===== src/include/catc_pkg.sv =====
// shared constants and types for the command-bus termination control
package catc_pkg;
	// termination value field codes
	localparam logic [2:0] VAL_OFF = 3'h0;
	localparam logic [2:0] VAL_DIV1 = 3'h1;
	localparam logic [2:0] VAL_DIV2 = 3'h2;
	localparam logic [2:0] VAL_DIV3 = 3'h3;
	localparam logic [2:0] VAL_DIV4 = 3'h4;
	localparam logic [2:0] VAL_DIV5 = 3'h5;
	localparam logic [2:0] VAL_DIV6 = 3'h6;
	localparam logic [2:0] VAL_RSVD = 3'h7;
	// field positions in the mode-register operand
	localparam int VAL_LSB = 4;
	localparam int VAL_MSB = 6;
	localparam int CK_FORCE_POS = 3;
	localparam int CS_FORCE_POS = 4;
	localparam int CA_DIS_POS = 5;
	localparam logic [2:0] VAL_RESET = 3'h0;
	localparam logic [7:0] OVR_RESET = 8'h00;
	// update time: figure not yet specified, plain default in ns
	localparam int UPDATE_NS = 20;
	localparam int CLK_PERIOD_PS = 4000;
	localparam int UPDATE_CYC_RAW = (UPDATE_NS * 1000 + CLK_PERIOD_PS - 1) / CLK_PERIOD_PS;
	localparam int UPDATE_CYC = (UPDATE_CYC_RAW < 1) ? 1 : UPDATE_CYC_RAW;
	localparam logic [3:0] UPDATE_CNT = 4'(UPDATE_CYC);

	// termination enable per input group
	typedef struct packed {
		logic ca;
		logic ck;
		logic cs;
	} catc_term_en_t;

	// one-hot divider of the reference resistor, bit n-1 selects reference/n
	typedef logic [5:0] catc_div_t;

	typedef enum logic [1:0] {
		ST_IDLE = 2'b00,
		ST_WAIT = 2'b01
	} catc_state_t;
endpackage


===== src/rtl/catc_term_ctrl.sv =====
// command/address bus termination decision and strength control
`timescale 1ns/1ps
`default_nettype none
// Functional notes
// - strength for clock, chip select and CA comes from value field bits 6:4.
// - after reset field reads disabled; disabled means no termination anywhere.
// - termination stays unchanged through power-down and self-refresh power-down.
// - bond option low means CA never terminated.
// - bond high, field enabled: CA on unless disable bit; clock, select always on.
// - bond low, field enabled: clock and select on only by their force bits.
// - codes 001..110 select reference divided by one through six.
// - a new value is applied within the update time after a change.
module catc_term_ctrl
	import catc_pkg::*;
(
	input wire logic clk,
	input wire logic rst_n,
	input wire logic setting_wr,
	input wire logic [7:0] setting_op,
	input wire logic override_wr,
	input wire logic [7:0] override_op,
	input wire logic ca_term_bond_option,
	input wire logic power_down,
	output logic [2:0] ca_term_value_field,
	output logic ca_term_disable_bit,
	output logic clk_term_force_bit,
	output logic cs_term_force_bit,
	output catc_pkg::catc_term_en_t term_en,
	output catc_pkg::catc_div_t term_div,
	output logic update_busy
);
	catc_state_t state;
	catc_state_t next_state;
	logic [3:0] upd_cnt;
	logic [3:0] next_upd_cnt;
	logic [2:0] next_value;
	logic field_en;
	catc_div_t field_div;
	catc_term_en_t next_term_en;
	logic value_change;

	// new field value taken from the setting operand
	assign next_value = setting_op[VAL_MSB:VAL_LSB];
	assign value_change = setting_wr && (next_value != ca_term_value_field);

	// mode-register fields; power_down deliberately does not touch them
	always_ff @(posedge clk or negedge rst_n) begin
		if (!rst_n) begin
			ca_term_value_field <= VAL_RESET;
			ca_term_disable_bit <= OVR_RESET[CA_DIS_POS];
			clk_term_force_bit <= OVR_RESET[CK_FORCE_POS];
			cs_term_force_bit <= OVR_RESET[CS_FORCE_POS];
		end else begin
			if (setting_wr) begin
				ca_term_value_field <= next_value;
			end
			if (override_wr) begin
				ca_term_disable_bit <= override_op[CA_DIS_POS];
				clk_term_force_bit <= override_op[CK_FORCE_POS];
				cs_term_force_bit <= override_op[CS_FORCE_POS];
			end
		end
	end

	// strength decode of the stored field, shared by the enables and the divider output
	catc_strength_dec u_dec (
		.code(ca_term_value_field),
		.enabled(field_en),
		.div(field_div)
	);

	// state table: field disabled forces all off, bond gates CA; one assignment keeps one driver
	assign next_term_en = '{
		ca: field_en && ca_term_bond_option && !ca_term_disable_bit,
		ck: field_en && (ca_term_bond_option || clk_term_force_bit),
		cs: field_en && (ca_term_bond_option || cs_term_force_bit)
	};

	// update timer: a value change settles inside the update window
	// a new value during the window restarts it; rewriting the same value does not
	always_comb begin
		next_state = state;
		next_upd_cnt = upd_cnt;
		case (state)
			ST_IDLE: begin
				if (value_change) begin
					next_state = ST_WAIT;
					next_upd_cnt = UPDATE_CNT - 4'h1;
				end
			end
			ST_WAIT: begin
				if (value_change) begin
					next_upd_cnt = UPDATE_CNT - 4'h1;
				end else if (upd_cnt == 4'h0) begin
					next_state = ST_IDLE;
				end else begin
					next_upd_cnt = upd_cnt - 4'h1;
				end
			end
			default: begin
				next_state = ST_IDLE;
				next_upd_cnt = 4'h0;
			end
		endcase
	end

	// timer registers
	always_ff @(posedge clk or negedge rst_n) begin
		if (!rst_n) begin
			state <= ST_IDLE;
			upd_cnt <= 4'h0;
		end else begin
			state <= next_state;
			upd_cnt <= next_upd_cnt;
		end
	end

	// outputs follow registered settings one cycle later, well within the window
	always_ff @(posedge clk or negedge rst_n) begin
		if (!rst_n) begin
			term_en <= '0;
			term_div <= '0;
		end else begin
			term_en <= next_term_en;
			term_div <= field_div;
		end
	end

	// window flag straight from the state register, so it cannot glitch
	assign update_busy = (state == ST_WAIT);
endmodule
`default_nettype wire


===== src/rtl/catc_strength_dec.sv =====
// decode of the termination value field into a reference divider
`timescale 1ns/1ps
`default_nettype none
module catc_strength_dec
	import catc_pkg::*;
(
	input wire logic [2:0] code,
	output logic enabled,
	output catc_pkg::catc_div_t div
);
	// 000 and 111 have no strength; both read as disabled
	assign enabled = (code != VAL_OFF) && (code != VAL_RSVD);
	// one-hot divider select, code n gives reference/n
	assign div = enabled ? catc_div_t'(6'h01 << (code - 3'h1)) : 6'h00;
endmodule
`default_nettype wire


===== config.mk =====
export PLATFORM = sky130hd
export DESIGN_NAME = catc_term_ctrl
export DESIGN_NICKNAME = d
export VERILOG_FILES = /design/src/include/catc_pkg.sv /design/src/rtl/catc_term_ctrl.sv /design/src/rtl/catc_strength_dec.sv
export SDC_FILE = /design/constraint.sdc
export NUM_CORES = 1
export LEC_CHECK = 0
export ABC_AREA = 1
export BUFFER_PORTS_ARGS = -buffer_cell sky130_fd_sc_hd__buf_2
export CELL_PAD_IN_SITES_DETAIL_PLACEMENT = 1
export CELL_PAD_IN_SITES_GLOBAL_PLACEMENT = 1
export CORE_MARGIN = 8
export CORE_UTILIZATION = 30
export DETAILED_ROUTE_END_ITERATION = 12
export PLACE_DENSITY = 0.83
export SLEW_MARGIN = 25
export SYNTH_ARGS = -nofsm -noshare
export SYNTH_HDL_FRONTEND = slang
export SYNTH_HIERARCHICAL = 1
export SYNTH_SLANG_ARGS = --single-unit

===== constraint.sdc =====
create_clock -name clk -period 1.1 [get_ports clk]
set_input_delay 0.11 -clock clk [delete_from_list [all_inputs] [get_ports clk]]
set_output_delay 0.11 -clock clk [all_outputs]
set_load 0.02 [all_outputs]

==> results.toml, run 1 <==
[layout]
fin_cells = 160
drive_gt1_share_pct = 57.36
area_growth_pct = 43.59
final_core_util_pct = 45.08
finalNetCount = 154
antenna_cells = 0
fillers = 314

[min_path]
min_from = "override_op[3]"
hold_class = "in -> reg"

[sta]
finalSetupViolCount = 3
period_minus_slack_ps = 1119
max_slew_margin_pct = 70.45
fmax_mhz = 894.0
layout_setup_ws_ps = -18.62
fin_skew_ps = 6.498
slew_viol_final = 0
finalHoldViolations = 0
tightest_slew_ps = 443.3
rsz0062_at_grt = "true"
hold_ws_ps = 18.85
tns_ps = -45.42
final.period_utilization_pct = 101.7

[route]
wl_um = 2334
route.vias.total = 736
drc = 0
wire_per_inst_um = 14.59
vias_per_cell = 4.600
drt-initial-drc-count = 6
drtPass1Iterations = 4
ant_nets = 0

[setup_path]
crit_type = "reg -> reg"
reg2reg_setup_slack_ps = -20
rr_startpoint = "upd_cnt[2]"
critPathLaunch = "upd_cnt[2]"
crit_arrival_ps = 1360
worstSetupStartpointType = "flip-flop"
cp.required_ps = 1350
path_max_fanout = 5
cp-end-kind = "flip-flop"

[global_route]
groute.usage.overall_pct = 9.296
grt_remaining_overflow = 0
grt_pass1_wl_um = 3712
antenna_found_initial = 0
grt_max_degree = 21
grt_pass1_vias = 817

[placed_design]
io_buffers = 26
gp_congestion = 0.7801
dp_cells = 149
dpl.hpwl_um = 1667

[outcome]
outcome = "finished, violations left"
failed_checks = "negative setup slack"

[die]
fp.dieW_um = 69.49
pin_count = 38
die_area_mm2 = 0.004829
rows = 19
dieHeight_um = 69.49
core_area_mm2 = 0.002734
initial_core_util_pct = 31.40

[yosys]
synth_ff_type = "dfrtp_1"
syn_inst = 86
synth.cell_area_um2 = 858.3
ys_seq_area_share_pct = 58.31
yosys-top-cells-area = "dfrtp_1 (58%), nand2_1 (8.3%), inv_1 (5.2%), mux2_2 (5.2%), xnor2_1 (3.1%)"
async_reset_ff_share_pct = 100.0
syn_nets = 109
yosysWarnings = 6
synth-seq-cells = 20
yosysTopAreaCell = "dfrtp_1"
avgSynthCellArea_um2 = 9.981
synth.distinct_cells = 19
synth_edf_count = 0
synth_top_area_share_pct = 58.31

[clocking]
cts_max_level = 1
clk_latency_ps = 300
cts_root_buffer = "clkbuf_4"
clock_path_buffers = 2
cts_tree = "built"
clock_sinks = 20
clk_pin_slew_ps = 110
cts_buffers = 3

[power]
p_total_mw = 2.453
p_leak_nw = 0.6488
p_per_area_mw_per_mm2 = 1990
vdd_drop_max_mv = 1.007

[run]
max_cap_viol_count = 0
-- flip-flops by register name, indices dropped and copies added (netlist names) --
name,flops
cs_term_force_bit,1
ca_term_disable_bit,1
ca_term_value_field,3
clk_term_force_bit,1
term_en,3
term_div,6
upd_cnt,4
state,1
-- worst max-delay path, stage by stage (launching register included) --
cell and delay, ps:
dfrtp_2 460, nor2_2 170, nand2_2 80, nand2_4 100, nand2_2 60, o21ai_2 60, nand2_1 70, inv_1 50
-- layout make-up --
type | count | area, um^2 | area share [%]
Tap cell | 31 | 38.79 | 3.147
Inverter | 13 | 48.80 | 3.959
Sequential cell | 20 | 506.7 | 41.12
Multi-Input combinational cell | 53 | 360.3 | 29.24
Timing Repair Buffer | 40 | 255.2 | 20.71
Clock buffer | 3 | 22.52 | 1.827
-- where the power goes --
group / leakage [nW] / internal, mW / total, mW / switching (mW)
logic: 0.391 / 0.490 / 1.11 / 0.617
registers: 0.244 / 0.874 / 0.999 / 0.125
clock network: 0.0138 / 0.128 / 0.346 / 0.218
-- routing by layer --
layer	up-vias	GRT usage (%)	share of wire, %	routed length [um]
li1	358	-	-	-
met1	361	9.536	39	919
met2	13	17.11	55	1291
met3	4	1.144	2.4	57
met4	0	6.150	2.8	65
met5	-	0	0	0
-- layout by cell type, fill, tap and decap left out, types with 4 or more instances in the layout --
cell and n:
nor2_1 5, dfrtp_2 5, nand2_2 6, buf_4 10, inv_1 9, mux2_2 4, dfrtp_1 15, nand2_1 15
inv_2 4, buf_2 25, buf_6 4
-- synthesized netlist by cell type, types with 2 or more instances --
library cell	count
xnor2_1	3
nor2_1	6
nand2_2	2
a21oi_1	3
dfrtp_1	20
mux2_2	4
o21ai_0	3
nand2_1	19
inv_1	12
nand2_4	2
nand3_1	4
-- path summary, 6_finish.rpt --
check,endpoint,depth (start not counted)
setup reg to reg,upd_cnt[1],7
hold / removal,clk_term_force_bit,3
min in group asynchronous,term_div[4],2
setup / recovery,upd_cnt[1],7
hold reg to reg,term_en[2],1
max in group asynchronous,ca_term_value_field[0],2
-- per-stage QoR --
stage	cell area [um^2]	worst slack (ps)
final	1232	-18.62
after global routing	1232	-92.13
after CTS	1159	-22.15
after detailed placement	1075	-110.3
after global placement	1075	-26.10
after floorplan	860.8	2.653
-- kinds of logic (layout without fill, tap and decap cells) --
| logic type | after synthesis | in the layout | synth area share [%] |
|---|---|---|---|
| and+or+nand+nor | 37 | 37 | 20.70 |
| muxes | 4 | 4 | 5.247 |
| buffers and inverters | 13 | 56 | 5.684 |
| xor gates and xnor gates | 3 | 3 | 3.062 |
| adders and majority gates | 1 | 1 | 1.457 |
| DFF | 20 | 20 | 58.31 |
| AOI/OAI and AO/OA | 8 | 8 | 5.539 |
-- repair_timing --
action | CTS | global route
hold buffers | 1 | 0
endpoints found under the hold margin | 20 | 0
cloned | 0 | 0
pin swaps | 2 | 4
setup buffers | 3 | 4
resized for setup | 8 | 17
setup endpoints to repair | 6 | 10
Note: power is estimated with default switching activity, not from simulation.
==> run 2, diff against run 1 <==
CTS_CLUSTER_DIAMETER = 120   (was unset)
TNS_END_PERCENT = 5   (was unset)
==> results.toml, run 2 (synthesized netlist as in run 1, its figures left out) <==
[outcome]
outcome = "finished, violations left"
failed_checks = "negative setup slack"

[global_route]
grt_max_degree = 21
groute.usage.overall_pct = 9.091
antenna_found_initial = 0
grt.busiest_layer = "met2"
met1_usage_pct = 9.950
met3_usage_pct = 1.001
grtUsageMet2_pct = 16.29
grt_pass1_vias = 789
grt_pass1_wl_um = 3643
grt_remaining_overflow = 0

[route]
vias_per_cell = 4.570
wire_per_inst_um = 16.17
route.vias.total = 722
wl_um = 2555
ant_nets = 0
drtPass1Iterations = 3
drt-initial-drc-count = 7
drc = 0

[layout]
fillers = 315
area_growth_pct = 44.32
final_core_util_pct = 45.31
largest_register_ffs = 6
antenna_cells = 0
layout_commonest_cell = "buf_2"
drive_gt1_share_pct = 58.27
ff_latch_area_um2 = 506.7
finalNetCount = 152
final_cell_mix = "buf_2 (24), nand2_1 (15), dfrtp_1 (15)"
fin_area_mm2 = 0.001239
multi_input_area_um2 = 380.4
largest_register = "term_div"
reg_top3 = "term_div (6), upd_cnt (4)"

[clocking]
cts_root_buffer = "clkbuf_4"
cts_tree = "built"
clk_pin_slew_ps = 120
cts_max_level = 1
clock_path_buffers = 2
clk_latency_ps = 300
cts_buffers = 3
clock_sinks = 20

[setup_path]
reg2reg_setup_slack_ps = -50
cp-end-kind = "flip-flop"
path_max_fanout = 6
worstSetupStartpointType = "flip-flop"
crit_arrival_ps = 1350
worstRegToRegCells = 3
crit_type = "reg -> reg"
cp.required_ps = 1300

[sta]
tightest_slew_ps = 434.2
max_slew_margin_pct = 71.05
tns_ps = -154.5
finalSetupViolCount = 8
fin_skew_ps = 11.87
hold_ws_ps = 27.23
finalHoldViolations = 0
rsz0062_at_grt = "true"
fmax_mhz = 871.9
final.period_utilization_pct = 104.3
period_minus_slack_ps = 1147
slew_viol_final = 0
layout_setup_ws_ps = -46.95

[power]
vdd_drop_max_mv = 1.030
power.switching_uw = 983.2
p_per_area_mw_per_mm2 = 1999
clockPowerShare_pct = 14.1
p_leak_nw = 0.6538
pwr-share-comb_pct = 45.4
power.internal_mw = 1.493
p_sw_share_pct = 39.71
p_seq_share_pct = 40.5

[die]
rows = 19
die_area_mm2 = 0.004829
dieHeight_um = 69.49
core_area_mm2 = 0.002734
initial_core_util_pct = 31.40
pin_count = 38
fp.dieW_um = 69.49

[placed_design]
io_buffers = 26
post-place-ws_ps = -110.3
gp_congestion = 0.7801
postPlaceCellArea_mm2 = 0.001075
dpl.hpwl_um = 1667

[min_path]
hold_class = "in -> reg"
holdPathStages = 3

[run]
max_cap_viol_count = 0
-- run 2: through the flow --
stage               std cells  power (mW)
CTS                       154       2.325
detailed placement        149       1.902
global route              158       2.640
floorplan                  86       1.571
global placement          149       1.827
finish                    158       2.476
-- run 2: per-layer routing --
layer,vias to the layer above,wire [um]
met5,-,0
met4,0,36
met3,2,40
met2,11,1546
met1,358,932
li1,351,-
-- run 2: path summary, 6_finish.rpt --
| check | from | end |
|---|---|---|
| worst max-delay path | ca_term_value_field[1] | ca_term_value_field[1] |
| worst min-delay path | override_op[3] | clk_term_force_bit |
| worst max register to register | ca_term_value_field[1] | ca_term_value_field[1] |
| worst min register to register | ca_term_disable_bit | term_en[2] |
| max in group asynchronous | rst_n | ca_term_value_field[0] |
| min in group asynchronous | rst_n | term_div[4] |
-- run 2: final cells by class --
class | count | area share [%]
clock buffers | 3 | 1.818
inverters | 13 | 4.141
multi-input cells | 53 | 30.71
flip-flops and latches | 20 | 40.91
well taps | 31 | 3.131
repair buffers | 38 | 19.29
-- run 2: timing repair --
item / 4_1_cts / 5_1_grt
pin swaps: 1 / 7
endpoints found under the setup margin: 6 / 10
hold buffers: 1 / 0
setup buffers: 1 / 4
endpoints found under the hold margin: 20 / 0
gates resized for setup: 8 / 21
-- run 2: worst max-delay path, stage by stage, from the launching register on --
cell,delay (ps)
dfrtp_2,500
buf_4,170
buf_4,130
mux2_2,250
-- run 2: power groups by stage --
stage               clock network, mW  logic (mW)  registers [mW]
CTS                             0.352       0.994           0.979
floorplan                           0       0.500            1.07
global placement                    0       0.846           0.981
global route                    0.386        1.23            1.02
finish                          0.350        1.12            1.00
detailed placement                  0       0.911           0.990
==> run 3, diff against run 2 <==
ABC_AREA = unset   (was 1)
CORE_UTILIZATION = 31   (was 30)
SYNTH_HIERARCHICAL = unset   (was 1)
==> results.toml, run 3 <==
[outcome]
outcome = "finished, violations left"
failed_checks = "negative setup slack"

[power]
p_leak_nw = 0.5943
p_per_area_mw_per_mm2 = 2009
pwr-share-comb_pct = 45.9
p_total_mw = 2.441
power.internal_mw = 1.617
vdd_drop_max_mv = 1.107
power.switching_uw = 824.4
clockPowerShare_pct = 14.3
p_sw_share_pct = 33.77
p_seq_share_pct = 39.8

[sta]
max_slew_margin_pct = 70.95
tightest_slew_ps = 435.8
period_minus_slack_ps = 1379
layout_setup_ws_ps = -279.4
final.period_utilization_pct = 125.4
finalHoldViolations = 0
fin_skew_ps = 8.578
slew_viol_final = 0
finalSetupViolCount = 10
hold_ws_ps = 32.61
rsz0062_at_grt = "true"
fmax_mhz = 725.0

[clocking]
cts_root_buffer = "clkbuf_4"
cts_tree = "built"
cts_max_level = 1
cts_buffers = 3
clock_path_buffers = 2
clk_pin_slew_ps = 110
clk_latency_ps = 300
clock_sinks = 20

[min_path]
hold_class = "in -> reg"
min_from = "override_op[5]"

[layout]
finalNetCount = 130
drive_gt1_share_pct = 63.21
reg_top3 = "term_div (6), upd_cnt (4)"
largest_register = "term_div"
fillers = 290
final_cell_mix = "buf_2 (23), dfrtp_1 (17), buf_4 (11)"
antenna_cells = 0
final_core_util_pct = 45.63
layout_commonest_cell = "buf_2"
area_growth_pct = 45.80
largest_register_ffs = 6

[yosys]
yosysWarnings = 0
synth_common_cells = "dfrtp_1 (20), mux2_2 (6), nor2_1 (6)"
syn_nets = 87
synthSimpleGateAreaFrac_pct = 15.92
synth.distinct_cells = 23
synth_top_family_by_area = "simple AND/OR/NAND/NOR gates"
syn_inst = 64
synth_edf_count = 0
yosys-top-cells-area = "dfrtp_1 (60%), mux2_2 (8.1%), nor3b_1 (4.5%), and3b_2 (3.6%), xor2_1 (3.2%)"
synth-seq-cells = 20
synth.cell_area_um2 = 833.3
yosysTopAreaCell = "dfrtp_1"
async_reset_ff_share_pct = 100.0
avgSynthCellArea_um2 = 13.02
synth_top_area_share_pct = 60.06
ys_seq_area_share_pct = 60.06
yosysMostFrequentCell = "dfrtp_1"
yosys-mux-area-fraction_pct = 9.309
synth_xor_area_share_pct = 3.153
synth_adder_area_share_pct = 1.502
synth_ff_type = "dfrtp_1"
synth_compound_area_share_pct = 6.306

[die]
dieHeight_um = 67.85
fp.dieW_um = 67.85
core_area_mm2 = 0.002663
initial_core_util_pct = 31.30
pin_count = 38
rows = 19
die_area_mm2 = 0.004603

[setup_path]
crit_type = "reg -> reg"
crit_end = "upd_cnt[0]"
crit_slowest_cell = "or3b_4"
worstSetupStartpointType = "flip-flop"
path_max_fanout = 5
cp_cell_sequence = "inv_2 -> ha_4 -> or3b_4 -> a21o_1 -> a21oi_1"
worstReg2RegEnd = "upd_cnt[0]"
worstRegToRegCells = 5
cp_slowest_stage_delay_ps = 410
critical_path.top_delay_family = "simple AND/OR/NAND/NOR gates"
crit_arrival_ps = 1610
cp_num_buf_inv = 1
cp.depth = 5
critPathLaunch = "upd_cnt[0]"
cp-end-kind = "flip-flop"
cp.required_ps = 1330
reg2reg_setup_slack_ps = -280
rr_startpoint = "upd_cnt[0]"

[global_route]
grt_pass1_vias = 704
antenna_found_initial = 0
grt_remaining_overflow = 0
groute.usage.overall_pct = 9.580
grt_max_degree = 21
grt_pass1_wl_um = 3325

[route]
wl_um = 2011
ant_nets = 0
vias_per_cell = 4.650
route.vias.total = 637
drtPass1Iterations = 4
drc = 0
drt-initial-drc-count = 18
wire_per_inst_um = 14.68

[placed_design]
dpl.hpwl_um = 1510
io_buffers = 26
gp_congestion = 0.6642

[run]
max_cap_viol_count = 0
==> run 3: changes by cell type after synthesis, sizes merged, moves of 2 or more <==
cell,before,now
inv,13,2
a21oi,4,2
xor2,0,3
and3b,0,3
buf,0,3
nor3,2,0
xnor2,3,0
nor3b,0,5
a21o,0,2
o21ai,4,0
nand2,23,2
mux2,4,6
nand3,4,2
==> run 3: metal layers <==
| layer | GRT usage (%) | up-vias | share of wire (%) |
|---|---|---|---|
| met1 | 11.09 | 312 | 40 |
| met2 | 15.86 | 14 | 54 |
| met5 | 0 | - | 0 |
| li1 | - | 307 | - |
| met3 | 2.946 | 4 | 4.5 |
| met4 | 4.604 | 0 | 2.3 |
==> run 3: cell type report <==
| type | count | area [um^2] | area share [%] |
|---|---|---|---|
| sequential | 20 | 504.2 | 41.50 |
| multi-input combinational | 39 | 362.8 | 29.87 |
| timing repair buffer | 41 | 275.3 | 22.66 |
| tap | 31 | 38.79 | 3.193 |
| clock buffer | 4 | 26.28 | 2.163 |
| inverter | 2 | 7.507 | 0.6179 |
==> run 3: through the flow <==
| step | cell area [um^2] | setup TNS (ps) | instances | setup WS, ps |
|---|---|---|---|---|
| 2_1_floorplan | 843.3 | -1842 | 64 | -301.9 |
| 3_3_place_gp | 1072 | -1536 | 130 | -250.6 |
| 3_5_place_dp | 1072 | -1945 | 130 | -359.5 |
| 4_1_cts | 1211 | -1307 | 137 | -271.4 |
| 5_1_grt | 1215 | -1777 | 137 | -320.8 |
| 6_report | 1215 | -1290 | 137 | -279.4 |
==> run 3: worst reg2reg max path: stages, from the launching register on <==
cell and delay, ps:
dfrtp_1 400, inv_2 90, ha_4 140, or3b_4 410, a21o_1 170, a21oi_1 100
==> run 3: logic make-up (layout without fill, tap and decap cells) <==
logic type                 Yosys count  count (layout)
buffers and inverters                5              47
and+or+nand+nor                     21              21
xor gates and xnor gates             3               3
AOI/OAI and AO/OA                    7               7
muxes                                7               7
DFF                                 20              20
adders and majority gates            1               1
==> run 3: worst min-delay path by stage <==
stage / end / slack, ps / cells past startpoint
finish: ca_term_disable_bit / 30 / 2
CTS: ca_term_disable_bit / 20 / 2
floorplan: ca_term_disable_bit / -190 / 0
global route: ca_term_disable_bit / 20 / 2
global placement: term_en[0] / 70 / 1
detailed placement: term_en[0] / 80 / 1
==> run 3: repair_timing <==
item                                   in CTS  in global routing
buffers inserted                            2                  0
endpoints found under the hold margin      20                  0
resized for setup                          22                  1
hold buffers                                1                  0
setup endpoints to repair                  11                 11
pin swaps                                   8                  2
==> run 3: power by group through the flow <==
stage | sequential [mW] | combinational [mW] | clock, mW
6_report | 0.971 | 1.12 | 0.349
5_1_grt | 0.992 | 1.21 | 0.394
4_1_cts | 0.971 | 1.12 | 0.365
3_5_place_dp | 0.965 | 0.855 | 0
3_3_place_gp | 0.954 | 0.788 | 0
2_1_floorplan | 1.07 | 0.360 | 0
